[config.mk]
export PLATFORM = sky130hd
export DESIGN_NAME = sac_conv_ctrl
export DESIGN_NICKNAME = d
export VERILOG_FILES = /design/src/hdl/sac_pkg.sv /design/src/hdl/sac_conv_ctrl.sv
export VERILOG_INCLUDE_DIRS = /design/src /design/src/hdl
export SDC_FILE = /design/constraint.sdc
export NUM_CORES = 1
export LEC_CHECK = 0
export BUFFER_PORTS_ARGS = -buffer_cell sky130_fd_sc_hd__buf_4
export CAP_MARGIN = 10
export CORE_UTILIZATION = 45
export DETAILED_ROUTE_END_ITERATION = 10
export GPL_ROUTABILITY_DRIVEN = 1
export GPL_TIMING_DRIVEN = 1
export MAX_ROUTING_LAYER = met4
export PLACE_DENSITY = 0.75
export SETUP_SLACK_MARGIN = 0.5
export SYNTH_ARGS = -nofsm -noshare
export SYNTH_HDL_FRONTEND = slang
export SYNTH_SLANG_ARGS = --single-unit
[constraint.sdc]
create_clock -name clock -period 4.2 [get_ports clock]
set_clock_uncertainty 0.05 [all_clocks]
set_input_delay 0.21 -clock clock [delete_from_list [all_inputs] [get_ports clock]]
set_output_delay 0.21 -clock clock [all_outputs]
set_load 0.02 [all_outputs]
[src/hdl/sac_params.svh]
// Purpose: Register map, field positions, reset values and timing figures.
// Assumes: 32-bit APB data, one aligned word per register.
// Notes:   Definitions only.
`ifndef SAC_PARAMS_SVH
`define SAC_PARAMS_SVH

// Byte offsets.
`define SAC_OFS_CTRL    8'h00
`define SAC_OFS_CFG     8'h04
`define SAC_OFS_RESLO   8'h08
`define SAC_OFS_RESHI   8'h0c
`define SAC_OFS_WINLO   8'h10
`define SAC_OFS_WINHI   8'h14
`define SAC_OFS_STATUS  8'h18
`define SAC_OFS_IRQEN   8'h1c
`define SAC_OFS_IRQCLR  8'h20

// Control fields.
`define SAC_CTRL_EN     0
`define SAC_CTRL_SRC_LO 1
`define SAC_CTRL_SW     3
`define SAC_CTRL_LJUST  4

// Configuration fields.
`define SAC_CFG_CH_LO   0
`define SAC_CFG_GAIN_LO 4
`define SAC_CFG_DIFF_LO 8

// Status, enable and clear fields.
`define SAC_ST_DONE     0
`define SAC_ST_WIN      1
`define SAC_ST_BUSY     2
`define SAC_ST_HALT     3

// Reset values.
`define SAC_RST_CH      4'h0
`define SAC_RST_GAIN    3'h1
`define SAC_RST_WINLO   16'h0000
`define SAC_RST_WINHI   16'hffff

// Encoding limits.
`define SAC_GAIN_MAX    3'h5
`define SAC_CH_TEMP     4'h8

// Timing in nanoseconds.
`define SAC_CLK_NS      5
`define SAC_TRACK_NS    1500
`define SAC_BIT_NS      500
`define SAC_CONV_NS     10000

`endif

[src/hdl/sac_pkg.sv]
// Purpose: Types shared by the conversion control block.
// Assumes: Nothing beyond SystemVerilog.
// Notes:   Constants live in sac_params.svh.
package sac_pkg;

	typedef enum logic [1:0] {
		SRC_SW,
		SRC_TMR2,
		SRC_TMR3,
		SRC_EXT
	} sac_src_t;

	typedef enum logic [1:0] {
		ST_IDLE,
		ST_TRACK,
		ST_CONVERT
	} sac_state_t;

endpackage

[src/hdl/sac_conv_ctrl.sv]
// Purpose: Conversion control for a successive-approximation converter.
// Assumes: All inputs synchronous to clock; analog macro outside.
// Notes:   APB slave, one wait-free access cycle per transfer.
// How it works
// - Start from software, second timer overflow, third timer, or pin.
// - Each completion raises the done flag and an interrupt request.
// - Completed result is latched into two byte-wide result registers.
// - Software picks right or left alignment of the stored result.
// - Window event fires only when the result lies inside bounds.
// - Gain after the multiplexer from one half to sixteen.
// - Nine inputs: eight external channels plus temperature sensor.
// - Each adjacent external pair is single-ended or differential.
// - Software can shut the converter down to save power.
// - Sequencing allows back-to-back conversions at 100k per second.
// - Result width is a build parameter, twelve or ten bits.
// - Converter keeps running while the processor is halted.
`timescale 1ns/1ps
`include "sac_params.svh"

module sac_conv_ctrl #(
	parameter int RES = 12
) (
	// Clock, reset and clock enable.
	input  wire logic        clock,
	input  wire logic        sys_rst,
	input  wire logic        clkEn,
	// APB slave.
	input  wire logic        psel,
	input  wire logic        penable,
	input  wire logic        pwrite,
	input  wire logic [7:0]  paddr,
	input  wire logic [31:0] pwdata,
	output logic      [31:0] prdata,
	output logic             pready,
	output logic             pslverr,
	// Start sources and debug state.
	input  wire logic        tmr2Ovf,
	input  wire logic        tmr3Ovf,
	input  wire logic        extStart,
	input  wire logic        dbgHalt,
	// Analog macro.
	input  wire logic        anaCompare,
	output logic [3:0]       anaChannel,
	output logic             anaDiff,
	output logic [2:0]       anaGain,
	output logic             anaPowerDown,
	output logic             anaTrack,
	output logic [RES-1:0]   sarTrial,
	// Interrupt.
	output logic             irq
);

	localparam int TRACK_CYC = (`SAC_TRACK_NS + `SAC_CLK_NS - 1) / `SAC_CLK_NS;
	localparam int BIT_CYC   = (`SAC_BIT_NS + `SAC_CLK_NS - 1) / `SAC_CLK_NS;
	localparam int CONV_CYC  = `SAC_CONV_NS / `SAC_CLK_NS;

	sac_pkg::sac_state_t state_ff;
	sac_pkg::sac_src_t   src_ff;
	logic           enable_ff, leftJust_ff, extPrev_ff;
	logic           pready_ff, pslverr_ff, irq_ff;
	logic           anaDiff_ff, anaPowerDown_ff, anaTrack_ff;
	logic [3:0]     cfgCh_ff, cfgDiff_ff, stat_ff, anaChannel_ff;
	logic [2:0]     cfgGain_ff, anaGain_ff;
	logic [15:0]    winLo_ff, winHi_ff;
	logic [7:0]     resLo_ff, resHi_ff;
	logic [1:0]     irqEn_ff;
	logic [11:0]    cnt_ff;
	logic [31:0]    prdata_ff;
	logic [RES-1:0] resRaw_ff, mask_ff, trial_ff;
	logic           apbWr, swGo, startPulse;
	logic           convDone, inWindow, nxt_slverr;
	logic [RES-1:0] finalCode;
	logic [15:0]    justified;
	logic [1:0]     evtSet, evtClr;
	logic [31:0]    nxt_prdata;

	assign prdata       = prdata_ff;
	assign pready       = pready_ff;
	assign pslverr      = pslverr_ff;
	assign irq          = irq_ff;
	assign anaChannel   = anaChannel_ff;
	assign anaDiff      = anaDiff_ff;
	assign anaGain      = anaGain_ff;
	assign anaPowerDown = anaPowerDown_ff;
	assign anaTrack     = anaTrack_ff;
	assign sarTrial     = trial_ff;

	// A write lands at the access edge, which is the only edge with pready.
	assign apbWr = clkEn && psel && penable && pwrite && pready_ff;
	assign swGo  = apbWr && (paddr == `SAC_OFS_CTRL) && pwdata[`SAC_CTRL_SW];

	always_comb begin
		case (src_ff)
			sac_pkg::SRC_SW:   startPulse = swGo;
			sac_pkg::SRC_TMR2: startPulse = tmr2Ovf;
			sac_pkg::SRC_TMR3: startPulse = tmr3Ovf;
			sac_pkg::SRC_EXT:  startPulse = extStart && !extPrev_ff;
			default:           startPulse = 1'b0;
		endcase
	end

	assign convDone  = (state_ff == sac_pkg::ST_CONVERT) && (cnt_ff == 12'h000)
		&& mask_ff[0];
	assign finalCode = anaCompare ? trial_ff : (trial_ff & ~mask_ff);
	// Left alignment moves the code to the top of the sixteen-bit pair.
	assign justified = leftJust_ff ? 16'({finalCode, (16 - RES)'(0)})
		: 16'(finalCode);
	assign inWindow  = (16'(finalCode) >= winLo_ff)
		&& (16'(finalCode) <= winHi_ff);

	// Control and configuration registers; out-of-range channel codes are clamped, out-of-range gain codes revert to the reset gain.
	always_ff @(posedge clock) begin
		if (sys_rst) begin
			enable_ff   <= 1'b0;
			src_ff      <= sac_pkg::SRC_SW;
			leftJust_ff <= 1'b0;
			cfgCh_ff    <= `SAC_RST_CH;
			cfgGain_ff  <= `SAC_RST_GAIN;
			cfgDiff_ff  <= 4'h0;
			winLo_ff    <= `SAC_RST_WINLO;
			winHi_ff    <= `SAC_RST_WINHI;
			irqEn_ff    <= 2'h0;
		end else if (apbWr) begin
			case (paddr)
				`SAC_OFS_CTRL: begin
					enable_ff   <= pwdata[`SAC_CTRL_EN];
					src_ff      <= sac_pkg::sac_src_t'(
						pwdata[`SAC_CTRL_SRC_LO +: 2]);
					leftJust_ff <= pwdata[`SAC_CTRL_LJUST];
				end
				`SAC_OFS_CFG: begin
					cfgCh_ff <= (pwdata[`SAC_CFG_CH_LO +: 4] > `SAC_CH_TEMP)
						? `SAC_CH_TEMP : pwdata[`SAC_CFG_CH_LO +: 4];
					cfgGain_ff <= (pwdata[`SAC_CFG_GAIN_LO +: 3] > `SAC_GAIN_MAX)
						? `SAC_RST_GAIN : pwdata[`SAC_CFG_GAIN_LO +: 3];
					cfgDiff_ff <= pwdata[`SAC_CFG_DIFF_LO +: 4];
				end
				`SAC_OFS_WINLO: winLo_ff <= pwdata[15:0];
				`SAC_OFS_WINHI: winHi_ff <= pwdata[15:0];
				`SAC_OFS_IRQEN: irqEn_ff <= pwdata[1:0];
				default: ;
			endcase
		end
	end

	// Routing to the analog macro; a differential pair uses its even input.
	always_ff @(posedge clock) begin
		if (sys_rst) begin
			anaChannel_ff   <= `SAC_RST_CH;
			anaDiff_ff      <= 1'b0;
			anaGain_ff      <= `SAC_RST_GAIN;
			anaPowerDown_ff <= 1'b1;
		end else if (clkEn) begin
			anaDiff_ff    <= !cfgCh_ff[3] && cfgDiff_ff[cfgCh_ff[2:1]];
			anaChannel_ff <= (!cfgCh_ff[3] && cfgDiff_ff[cfgCh_ff[2:1]])
				? {cfgCh_ff[3:1], 1'b0} : cfgCh_ff;
			anaGain_ff      <= cfgGain_ff;
			anaPowerDown_ff <= !enable_ff;
		end
	end

	// Sequencer. The debug halt input is deliberately not consulted here,
	// so a halted processor never stalls a conversion in flight.
	always_ff @(posedge clock) begin
		if (sys_rst) begin
			state_ff    <= sac_pkg::ST_IDLE;
			cnt_ff      <= 12'h000;
			mask_ff     <= '0;
			trial_ff    <= '0;
			anaTrack_ff <= 1'b0;
			extPrev_ff  <= 1'b0;
		end else if (clkEn) begin
			extPrev_ff <= extStart;
			if (!enable_ff) begin
				state_ff    <= sac_pkg::ST_IDLE;
				anaTrack_ff <= 1'b0;
			end else begin
				case (state_ff)
					sac_pkg::ST_IDLE: begin
						if (startPulse) begin
							state_ff    <= sac_pkg::ST_TRACK;
							cnt_ff      <= 12'(TRACK_CYC - 1);
							anaTrack_ff <= 1'b1;
						end
					end
					sac_pkg::ST_TRACK: begin
						if (cnt_ff == 12'h000) begin
							state_ff    <= sac_pkg::ST_CONVERT;
							cnt_ff      <= 12'(BIT_CYC - 1);
							mask_ff     <= {1'b1, (RES - 1)'(0)};
							trial_ff    <= {1'b1, (RES - 1)'(0)};
							anaTrack_ff <= 1'b0;
						end else begin
							cnt_ff <= cnt_ff - 12'h001;
						end
					end
					sac_pkg::ST_CONVERT: begin
						// Triggers are simply not looked at here.
						if (cnt_ff != 12'h000) begin
							cnt_ff <= cnt_ff - 12'h001;
						end else if (mask_ff[0]) begin
							trial_ff <= finalCode;
							state_ff <= sac_pkg::ST_IDLE;
						end else begin
							trial_ff <= finalCode | (mask_ff >> 1);
							mask_ff  <= mask_ff >> 1;
							cnt_ff   <= 12'(BIT_CYC - 1);
						end
					end
					default: state_ff <= sac_pkg::ST_IDLE;
				endcase
			end
		end
	end

	// Result latch.
	always_ff @(posedge clock) begin
		if (sys_rst) begin
			resRaw_ff <= '0;
			resLo_ff  <= 8'h00;
			resHi_ff  <= 8'h00;
		end else if (clkEn && convDone) begin
			resRaw_ff <= finalCode;
			resLo_ff  <= justified[7:0];
			resHi_ff  <= justified[15:8];
		end
	end

	// Sticky event flags; a set in the clearing cycle wins.
	assign evtSet = {convDone && inWindow, convDone};
	assign evtClr = (apbWr && paddr == `SAC_OFS_IRQCLR) ? pwdata[1:0] : 2'h0;

	genvar g;
	generate
		for (g = 0; g < 2; g++) begin : gSticky
			always_ff @(posedge clock) begin
				if (sys_rst) begin
					stat_ff[g] <= 1'b0;
				end else if (clkEn) begin
					stat_ff[g] <= evtSet[g] || (stat_ff[g] && !evtClr[g]);
				end
			end
		end
	endgenerate

	always_ff @(posedge clock) begin
		if (sys_rst) begin
			stat_ff[3:2] <= 2'h0;
			irq_ff       <= 1'b0;
		end else if (clkEn) begin
			stat_ff[`SAC_ST_BUSY] <= (state_ff != sac_pkg::ST_IDLE);
			stat_ff[`SAC_ST_HALT] <= dbgHalt;
			irq_ff <= |(stat_ff[1:0] & irqEn_ff);
		end
	end

	// Read data is captured in the setup cycle and shown during access.
	always_comb begin
		nxt_prdata = 32'h0000_0000;
		nxt_slverr = 1'b0;
		case (paddr)
			`SAC_OFS_CTRL: begin
				nxt_prdata[`SAC_CTRL_EN]           = enable_ff;
				nxt_prdata[`SAC_CTRL_SRC_LO +: 2]  = src_ff;
				nxt_prdata[`SAC_CTRL_LJUST]        = leftJust_ff;
			end
			`SAC_OFS_CFG: begin
				nxt_prdata[`SAC_CFG_CH_LO +: 4]   = cfgCh_ff;
				nxt_prdata[`SAC_CFG_GAIN_LO +: 3] = cfgGain_ff;
				nxt_prdata[`SAC_CFG_DIFF_LO +: 4] = cfgDiff_ff;
			end
			`SAC_OFS_RESLO:  nxt_prdata[7:0]  = resLo_ff;
			`SAC_OFS_RESHI:  nxt_prdata[7:0]  = resHi_ff;
			`SAC_OFS_WINLO:  nxt_prdata[15:0] = winLo_ff;
			`SAC_OFS_WINHI:  nxt_prdata[15:0] = winHi_ff;
			`SAC_OFS_STATUS: nxt_prdata[3:0]  = stat_ff;
			`SAC_OFS_IRQEN:  nxt_prdata[1:0]  = irqEn_ff;
			`SAC_OFS_IRQCLR: nxt_prdata       = 32'h0000_0000;
			default:         nxt_slverr       = 1'b1;
		endcase
	end

	always_ff @(posedge clock) begin
		if (sys_rst) begin
			prdata_ff  <= 32'h0000_0000;
			pready_ff  <= 1'b0;
			pslverr_ff <= 1'b0;
		end else if (clkEn) begin
			pready_ff  <= psel && !penable && !pready_ff;
			pslverr_ff <= psel && !penable && !pready_ff && nxt_slverr;
			if (psel && !penable && !pready_ff && !pwrite) begin
				prdata_ff <= nxt_prdata;
			end
		end
	end

	// Cycles from an accepted start to completion, for the rate check.
	logic [11:0] convLen_ff;
	always_ff @(posedge clock) begin
		if (sys_rst) begin
			convLen_ff <= 12'h000;
		end else if (clkEn) begin
			if (state_ff == sac_pkg::ST_IDLE) begin
				convLen_ff <= 12'h001;
			end else if (convLen_ff != 12'hfff) begin
				convLen_ff <= convLen_ff + 12'h001;
			end
		end
	end

	a_start_accepted: assert property (@(posedge clock) disable iff (sys_rst)
		clkEn && enable_ff && state_ff == sac_pkg::ST_IDLE && startPulse
		|=> state_ff == sac_pkg::ST_TRACK && anaTrack_ff)
		else $error("Accepted start did not begin tracking.");

	a_done_flag_set: assert property (@(posedge clock) disable iff (sys_rst)
		clkEn && convDone |=> stat_ff[`SAC_ST_DONE]
		##1 (!$past(clkEn) || !$past(irqEn_ff[0]) || irq_ff))
		else $error("Completion did not set done flag or interrupt.");

	a_result_latch: assert property (@(posedge clock) disable iff (sys_rst)
		clkEn && convDone |=> resRaw_ff == $past(finalCode))
		else $error("Result word not latched at completion.");

	a_left_justify: assert property (@(posedge clock) disable iff (sys_rst)
		clkEn && convDone && leftJust_ff
		|=> {resHi_ff, resLo_ff} == 16'(resRaw_ff) << (16 - RES))
		else $error("Left-aligned result misplaced.");

	a_window_inside: assert property (@(posedge clock) disable iff (sys_rst)
		clkEn && !stat_ff[`SAC_ST_WIN] && !(convDone && inWindow)
		|=> !stat_ff[`SAC_ST_WIN])
		else $error("Window flag set for a result outside bounds.");

	a_gain_range: assert property (@(posedge clock) disable iff (sys_rst)
		anaGain_ff <= `SAC_GAIN_MAX)
		else $error("Gain code out of range.");

	a_diff_pair: assert property (@(posedge clock) disable iff (sys_rst)
		anaDiff_ff |-> !anaChannel_ff[0] && anaChannel_ff < `SAC_CH_TEMP)
		else $error("Differential route not on an even external input.");

	a_channel_range: assert property (@(posedge clock) disable iff (sys_rst)
		anaChannel_ff <= `SAC_CH_TEMP)
		else $error("Channel selection beyond temperature sensor.");

	a_shutdown_idle: assert property (@(posedge clock) disable iff (sys_rst)
		anaPowerDown_ff |-> state_ff == sac_pkg::ST_IDLE)
		else $error("Converter active while shut down.");

	a_conv_rate: assert property (@(posedge clock) disable iff (sys_rst)
		convDone |-> convLen_ff < 12'(CONV_CYC))
		else $error("Conversion too long for full rate.");

	a_halt_runs: assert property (@(posedge clock) disable iff (sys_rst)
		clkEn && dbgHalt && state_ff != sac_pkg::ST_IDLE && cnt_ff != 12'h000
		&& enable_ff |=> cnt_ff == $past(cnt_ff) - 12'h001)
		else $error("Conversion stalled during processor halt.");

	a_busy_ignores: assert property (@(posedge clock) disable iff (sys_rst)
		clkEn && state_ff == sac_pkg::ST_CONVERT && startPulse
		|=> state_ff != sac_pkg::ST_TRACK)
		else $error("Start during conversion restarted it.");

endmodule

# Yosys cells after proc, flatten, opt, wreduce, memory -nomap -nowiden

Index checks and enable logic that the tools add are counted.
W data, S select, Z words.

Input bits: 51
Output and inout bits: 57
Flip-flop bits (word level): 137
Word-level logic and storage cells: 153

Reductions and logical operators: 51
Muxes and demuxes: 40
Add/subtract/negate cells: 1
Bitwise gates (word level): 4
$lt $le $gt $ge: 5
Equality and inequality tests: 23

Operator list:

| cell                    | count |
|---|---|
| $mux W12                | 10 |
| $pmux W12 S2            | 2 |
| $pmux W12 S3            | 1 |
| $eq A8 B5 Y1 const B    | 4 |
| $logic_and A1 B1 Y1     | 20 |
| $eq A8 B4 Y1 const B    | 2 |
| $ge A12 B16 Y1          | 1 |
| $le A12 B16 Y1          | 1 |
| $mux W16                | 1 |
| $pmux W2 S8             | 1 |
| $reduce_and A5 Y1       | 3 |
| $and A12 B12 Y12        | 1 |
| $logic_not A12 Y1       | 1 |
| $mux W2                 | 6 |
| $ne A3 B3 Y1 const B    | 4 |
| $not A12 Y12            | 1 |
| $or A12 B11 Y12         | 1 |
| $pmux W1 S6             | 2 |
| $pmux W4 S3             | 1 |
| $reduce_and A2 Y1       | 6 |
| $reduce_bool A12 Y1     | 1 |
| $sub A12 B1 Y12 const B | 1 |
| $pmux W2 S5             | 1 |
| $reduce_or A9 Y1        | 1 |
| other kinds (29)        | 51 |

# Depth between registers and ports, before layout

Depth in word-level cells: 10
Depth in mapped cells: 10
Depth with buffers taken out: 10

# Least setup slack after synthesis

Ideal clock, no wire load.

Kind: in2reg
Start: in paddr[1]
End: reg cnt_ff[11]
Required time: 4.080 ns
Path buffers: 0
Stages on the path: 6
Library setup time: 0.070 ns
Setup slack: 1.603 ns
Data arrival time: 2.477 ns
Cell sequence: or4_1 nor4_4 a31oi_2 a311o_1 or4_1 a21oi_1

Longest elaborated chain between the ends: 6

RTL lines:

| what                               | line                 | RTL |
|---|---|---|
| start: declaration                 | sac_conv_ctrl.sv:31  | `input wire logic [7:0] paddr,` |
| $logic_not A8 Y1                   | --                   |  |
| $logic_and A1 B1 Y1 (2 in a row)   | sac_conv_ctrl.sv:90  | `` assign swGo = apbWr && (paddr == `SAC_OFS_CTRL) && pwdata[`SAC_CTRL_SW]; `` |
| $pmux W1 S4                        | sac_conv_ctrl.sv:93  | `case (src_ff)` |
| $ne A2 B2 Y1 (no source line)      | --                   |  |
| $reduce_and A5 Y1 (no source line) | --                   |  |
| end signal: assignment             | sac_conv_ctrl.sv:182 | `cnt_ff <= 12'(TRACK_CYC - 1);` |
| end signal: assignment             | sac_conv_ctrl.sv:189 | `cnt_ff <= 12'(BIT_CYC - 1);` |
| end signal: assignment             | sac_conv_ctrl.sv:194 | `cnt_ff <= cnt_ff - 12'h001;` |
| end: declaration                   | sac_conv_ctrl.sv:67  | `logic [11:0] cnt_ff;` |

No other way between the ends.
A chain may end at the register's enable or synchronous reset.

# Worst setup path in the final report

Start: reg cnt_ff[0]
End: reg resHi_ff[0]

Longest elaborated chain between the ends: 4

RTL lines:

| what                   | line                 | RTL |
|---|---|---|
| $logic_not A12 Y1      | sac_conv_ctrl.sv:102 | `assign convDone = (state_ff == sac_pkg::ST_CONVERT) && (cnt_ff == 12'h000)` |
| $logic_and A1 B1 Y1    | sac_conv_ctrl.sv:102 |  |
| $logic_and A1 B1 Y1    | sac_conv_ctrl.sv:103 | `&& mask_ff[0];` |
| $logic_and A1 B1 Y1    | sac_conv_ctrl.sv:222 | `end else if (clkEn && convDone) begin` |
| end signal: assignment | sac_conv_ctrl.sv:225 | `resHi_ff <= justified[15:8];` |
| end: declaration       | sac_conv_ctrl.sv:65  | `logic [7:0] resLo_ff, resHi_ff;` |

No other way between the ends.

==> flow_summary.json <==
{
  "die_h_um": 125,
  "post-route-drc-count": 26,
  "yosys_warnings": 0,
  "violations": "design-rule violations",
  "avgSynthCellArea_um2": 7.93,
  "synth_edf_count": 0,
  "min_path_type": "in -> reg",
  "grt_pass1_vias": 6198,
  "arrival_ns": 3.21,
  "synth_top_area_cell": "dfxtp_1",
  "start_kind": "register",
  "first_pass_iters": 8,
  "vias_per_cell": 5.86,
  "start_util": 0.463,
  "setup_violations": 0,
  "ir_drop_mv": 0.288,
  "core-area_um2": 14600,
  "leakagePower_nw": 3.32,
  "cts_sinks": 137,
  "grt_max_degree": 75,
  "synth-seq-cells": 137,
  "finalWeightedCongestion": 0.889,
  "path_clk_slew_ns": 0.06,
  "seqCellArea_um2": 2740,
  "cts_tree": "yes",
  "drive_above_1_share": 0.140,
  "dp_hpwl_mm": 13.4,
  "portBuffers": 75,
  "layout.nets": 1013,
  "htreeDepth": 4,
  "final_common_cell": "dfxtp_1",
  "slew_viol_final": 0,
  "cts_resized": 0,
  "wl_per_cell_um": 17.2,
  "maxSlewHeadroom": 0.301,
  "period_needed_ns": 2.99,
  "rsz0062_at_grt": "no",
  "synth_top_area_frac": 0.404,
  "max_freq_mhz": 335,
  "post-cts-setup-buffer-count": 0,
  "cp_slowest_stage_delay_ns": 0.72,
  "grt_pass1_wl_mm": 31.8,
  "layout_common_cells": "dfxtp_1 (137), nand2_1 (121), buf_4 (93)",
  "cap_violations": 0,
  "clk_path_buf_depth": 2,
  "finalSetupTns_ns": 0,
  "async_reset_ff_frac": 0,
  "synth_cell_types": 55,
  "path_cells": "inv_1, ha_1, nor4b_1, buf_4, and3_1, nand4_1, a211oi_1, nor3_1",
  "criticalPathCategory": "reg -> reg",
  "outcome": "finished, violations left",
  "worstPathRequired_ns": 4.42,
  "rows": 44,
  "hold_ws_ns": 0.0200,
  "antenna_found_initial": 0,
  "period_share": 0.711,
  "grt_usage": 0.265,
  "antenna_left": 0,
  "synth_ff_type": "dfxtp_1",
  "routed_wl_mm": 19.4,
  "clkLatencyLatePin_ns": 0.43,
  "tightest_slew_ns": 1.05,
  "hold_violations": 0,
  "io_pins": 108,
  "cts_hold_buffers": 11,
  "ys_seq_area_frac": 0.404,
  "power_density_nw_per_um2": 374,
  "via_count": 6625,
  "synth_area_um2": 6790,
  "syn-instance-count": 856,
  "dieArea_um2": 15600,
  "crit_slowest_cell": "nand4_1",
  "yosys-top-cells-area": "dfxtp_1 (40%), nand2_1 (6.7%), a21oi_1 (6.3%)",
  "chipWidth_um": 125,
  "end_kind": "register",
  "root_buffer": "clkbuf_16",
  "worstPathMaxFanout": 19,
  "n_antenna_cell": 0,
  "multi_input_area_um2": 3610,
  "area_delta_synth_final_pct": 21.4,
  "grt-ovfl-total": 0,
  "fillers": 1273,
  "drt_iter0_markers": 784,
  "cts_inserted_buffers": 17
}
==> Yosys cell counts, types with 5 or more instances <==
| master | number |
|---|---|
| o211ai_1 | 14 |
| o21ai_0 | 38 |
| nand2_1 | 121 |
| clkbuf_1 | 42 |
| ha_1 | 29 |
| inv_1 | 53 |
| a221oi_1 | 6 |
| mux2i_1 | 21 |
| nand4_1 | 5 |
| a22o_1 | 8 |
| a21oi_1 | 86 |
| nand3_1 | 31 |
| nor3_1 | 29 |
| nor4_1 | 8 |
| buf_4 | 16 |
| a21o_1 | 10 |
| a211oi_1 | 16 |
| nand3b_1 | 10 |
| and3_1 | 6 |
| dfxtp_1 | 137 |
| a22oi_1 | 23 |
| nor2_1 | 86 |
==> area by class of cell <==
cell class                 count  area share
multi-input combinational    619       0.438
sequential                   137       0.333
timing repair buffer         104      0.0981
clock buffer                  20      0.0542
tap                          184      0.0279
inverter                      54      0.0246
clock inverter                12      0.0240
==> metrics by stage <==
stage               instances  area, um^2  setup slack [ns]   util  total power [mW]
finish                   1130        8240              1.21  0.563              3.08
CTS                      1130        8240              1.24  0.563              3.09
global placement         1087        7490              1.12  0.511              1.47
global route             1130        8240              1.04  0.563              3.17
detailed placement       1087        7490              1.08  0.511              1.47
floorplan                 871        6840              1.60      -              1.42
==> flip-flops by register name (all words and copies together), names as in the netlist, 3 cells and up <==
signal / count
cfgDiff_ff: 4
resHi_ff: 8
cnt_ff: 12
anaGain: 3
mask_ff: 12
cfgCh_ff: 4
winLo_ff: 16
prdata: 16
cfgGain_ff: 3
anaChannel: 4
winHi_ff: 16
resLo_ff: 8
sarTrial: 12
stat_ff: 4
==> report_power, final <==
group	switching [mW]	total [mW]	internal, mW
sequential	0.00300	1.31	1.31
combinational	0.0908	0.140	0.0493
clock	0.570	1.64	1.07
==> worst paths after layout <==
check                                              start                        to  slack [ns]  cells past startpoint
worst max-delay path              cnt_ff[0]$_SDFFE_PP0P_  resHi_ff[0]$_SDFFE_PP0P_        1.21                      8
worst min-delay path                           pwdata[2]  winLo_ff[2]$_SDFFE_PP0P_        0.02                      3
worst max register to register    cnt_ff[0]$_SDFFE_PP0P_  resHi_ff[0]$_SDFFE_PP0P_        1.21                      8
worst min register to register  resHi_ff[5]$_SDFFE_PP0P_  resHi_ff[5]$_SDFFE_PP0P_        0.40                      2
==> worst max-delay path: cells and delay by family, from the launching register on <==
kind                       cells  cell delay (ns)
buffers and inverters          2             0.27
DFF                            1             0.33
AOI/OAI and AO/OA              1             0.50
and+or+nand+nor                4             1.48
adders and majority gates      1             0.21
==> cells by family (layout without fill, tap and decap cells) <==
kind of cell / Yosys count / after routing / share of synthesized area
AND/OR/NAND/NOR: 319 / 319 / 0.213
AO/OA/AOI/OAI: 229 / 229 / 0.215
flip-flops: 137 / 137 / 0.404
buffers and inverters: 115 / 190 / 0.0726
adder cells (fa/ha/maj): 29 / 29 / 0.0535
multiplexers: 26 / 26 / 0.0409
other: 1 / 16 / 0.000553
==> routing by layer <==
layer  vias up  global-route usage  part of all wire
met5         -                   -                 0
met4         0               0.108             0.024
met3        44              0.0606             0.086
met2       315               0.400              0.45
met1      3103               0.340              0.44
li1       3163                   -                 -
No activity file was read; power rests on OpenSTA's default activity.
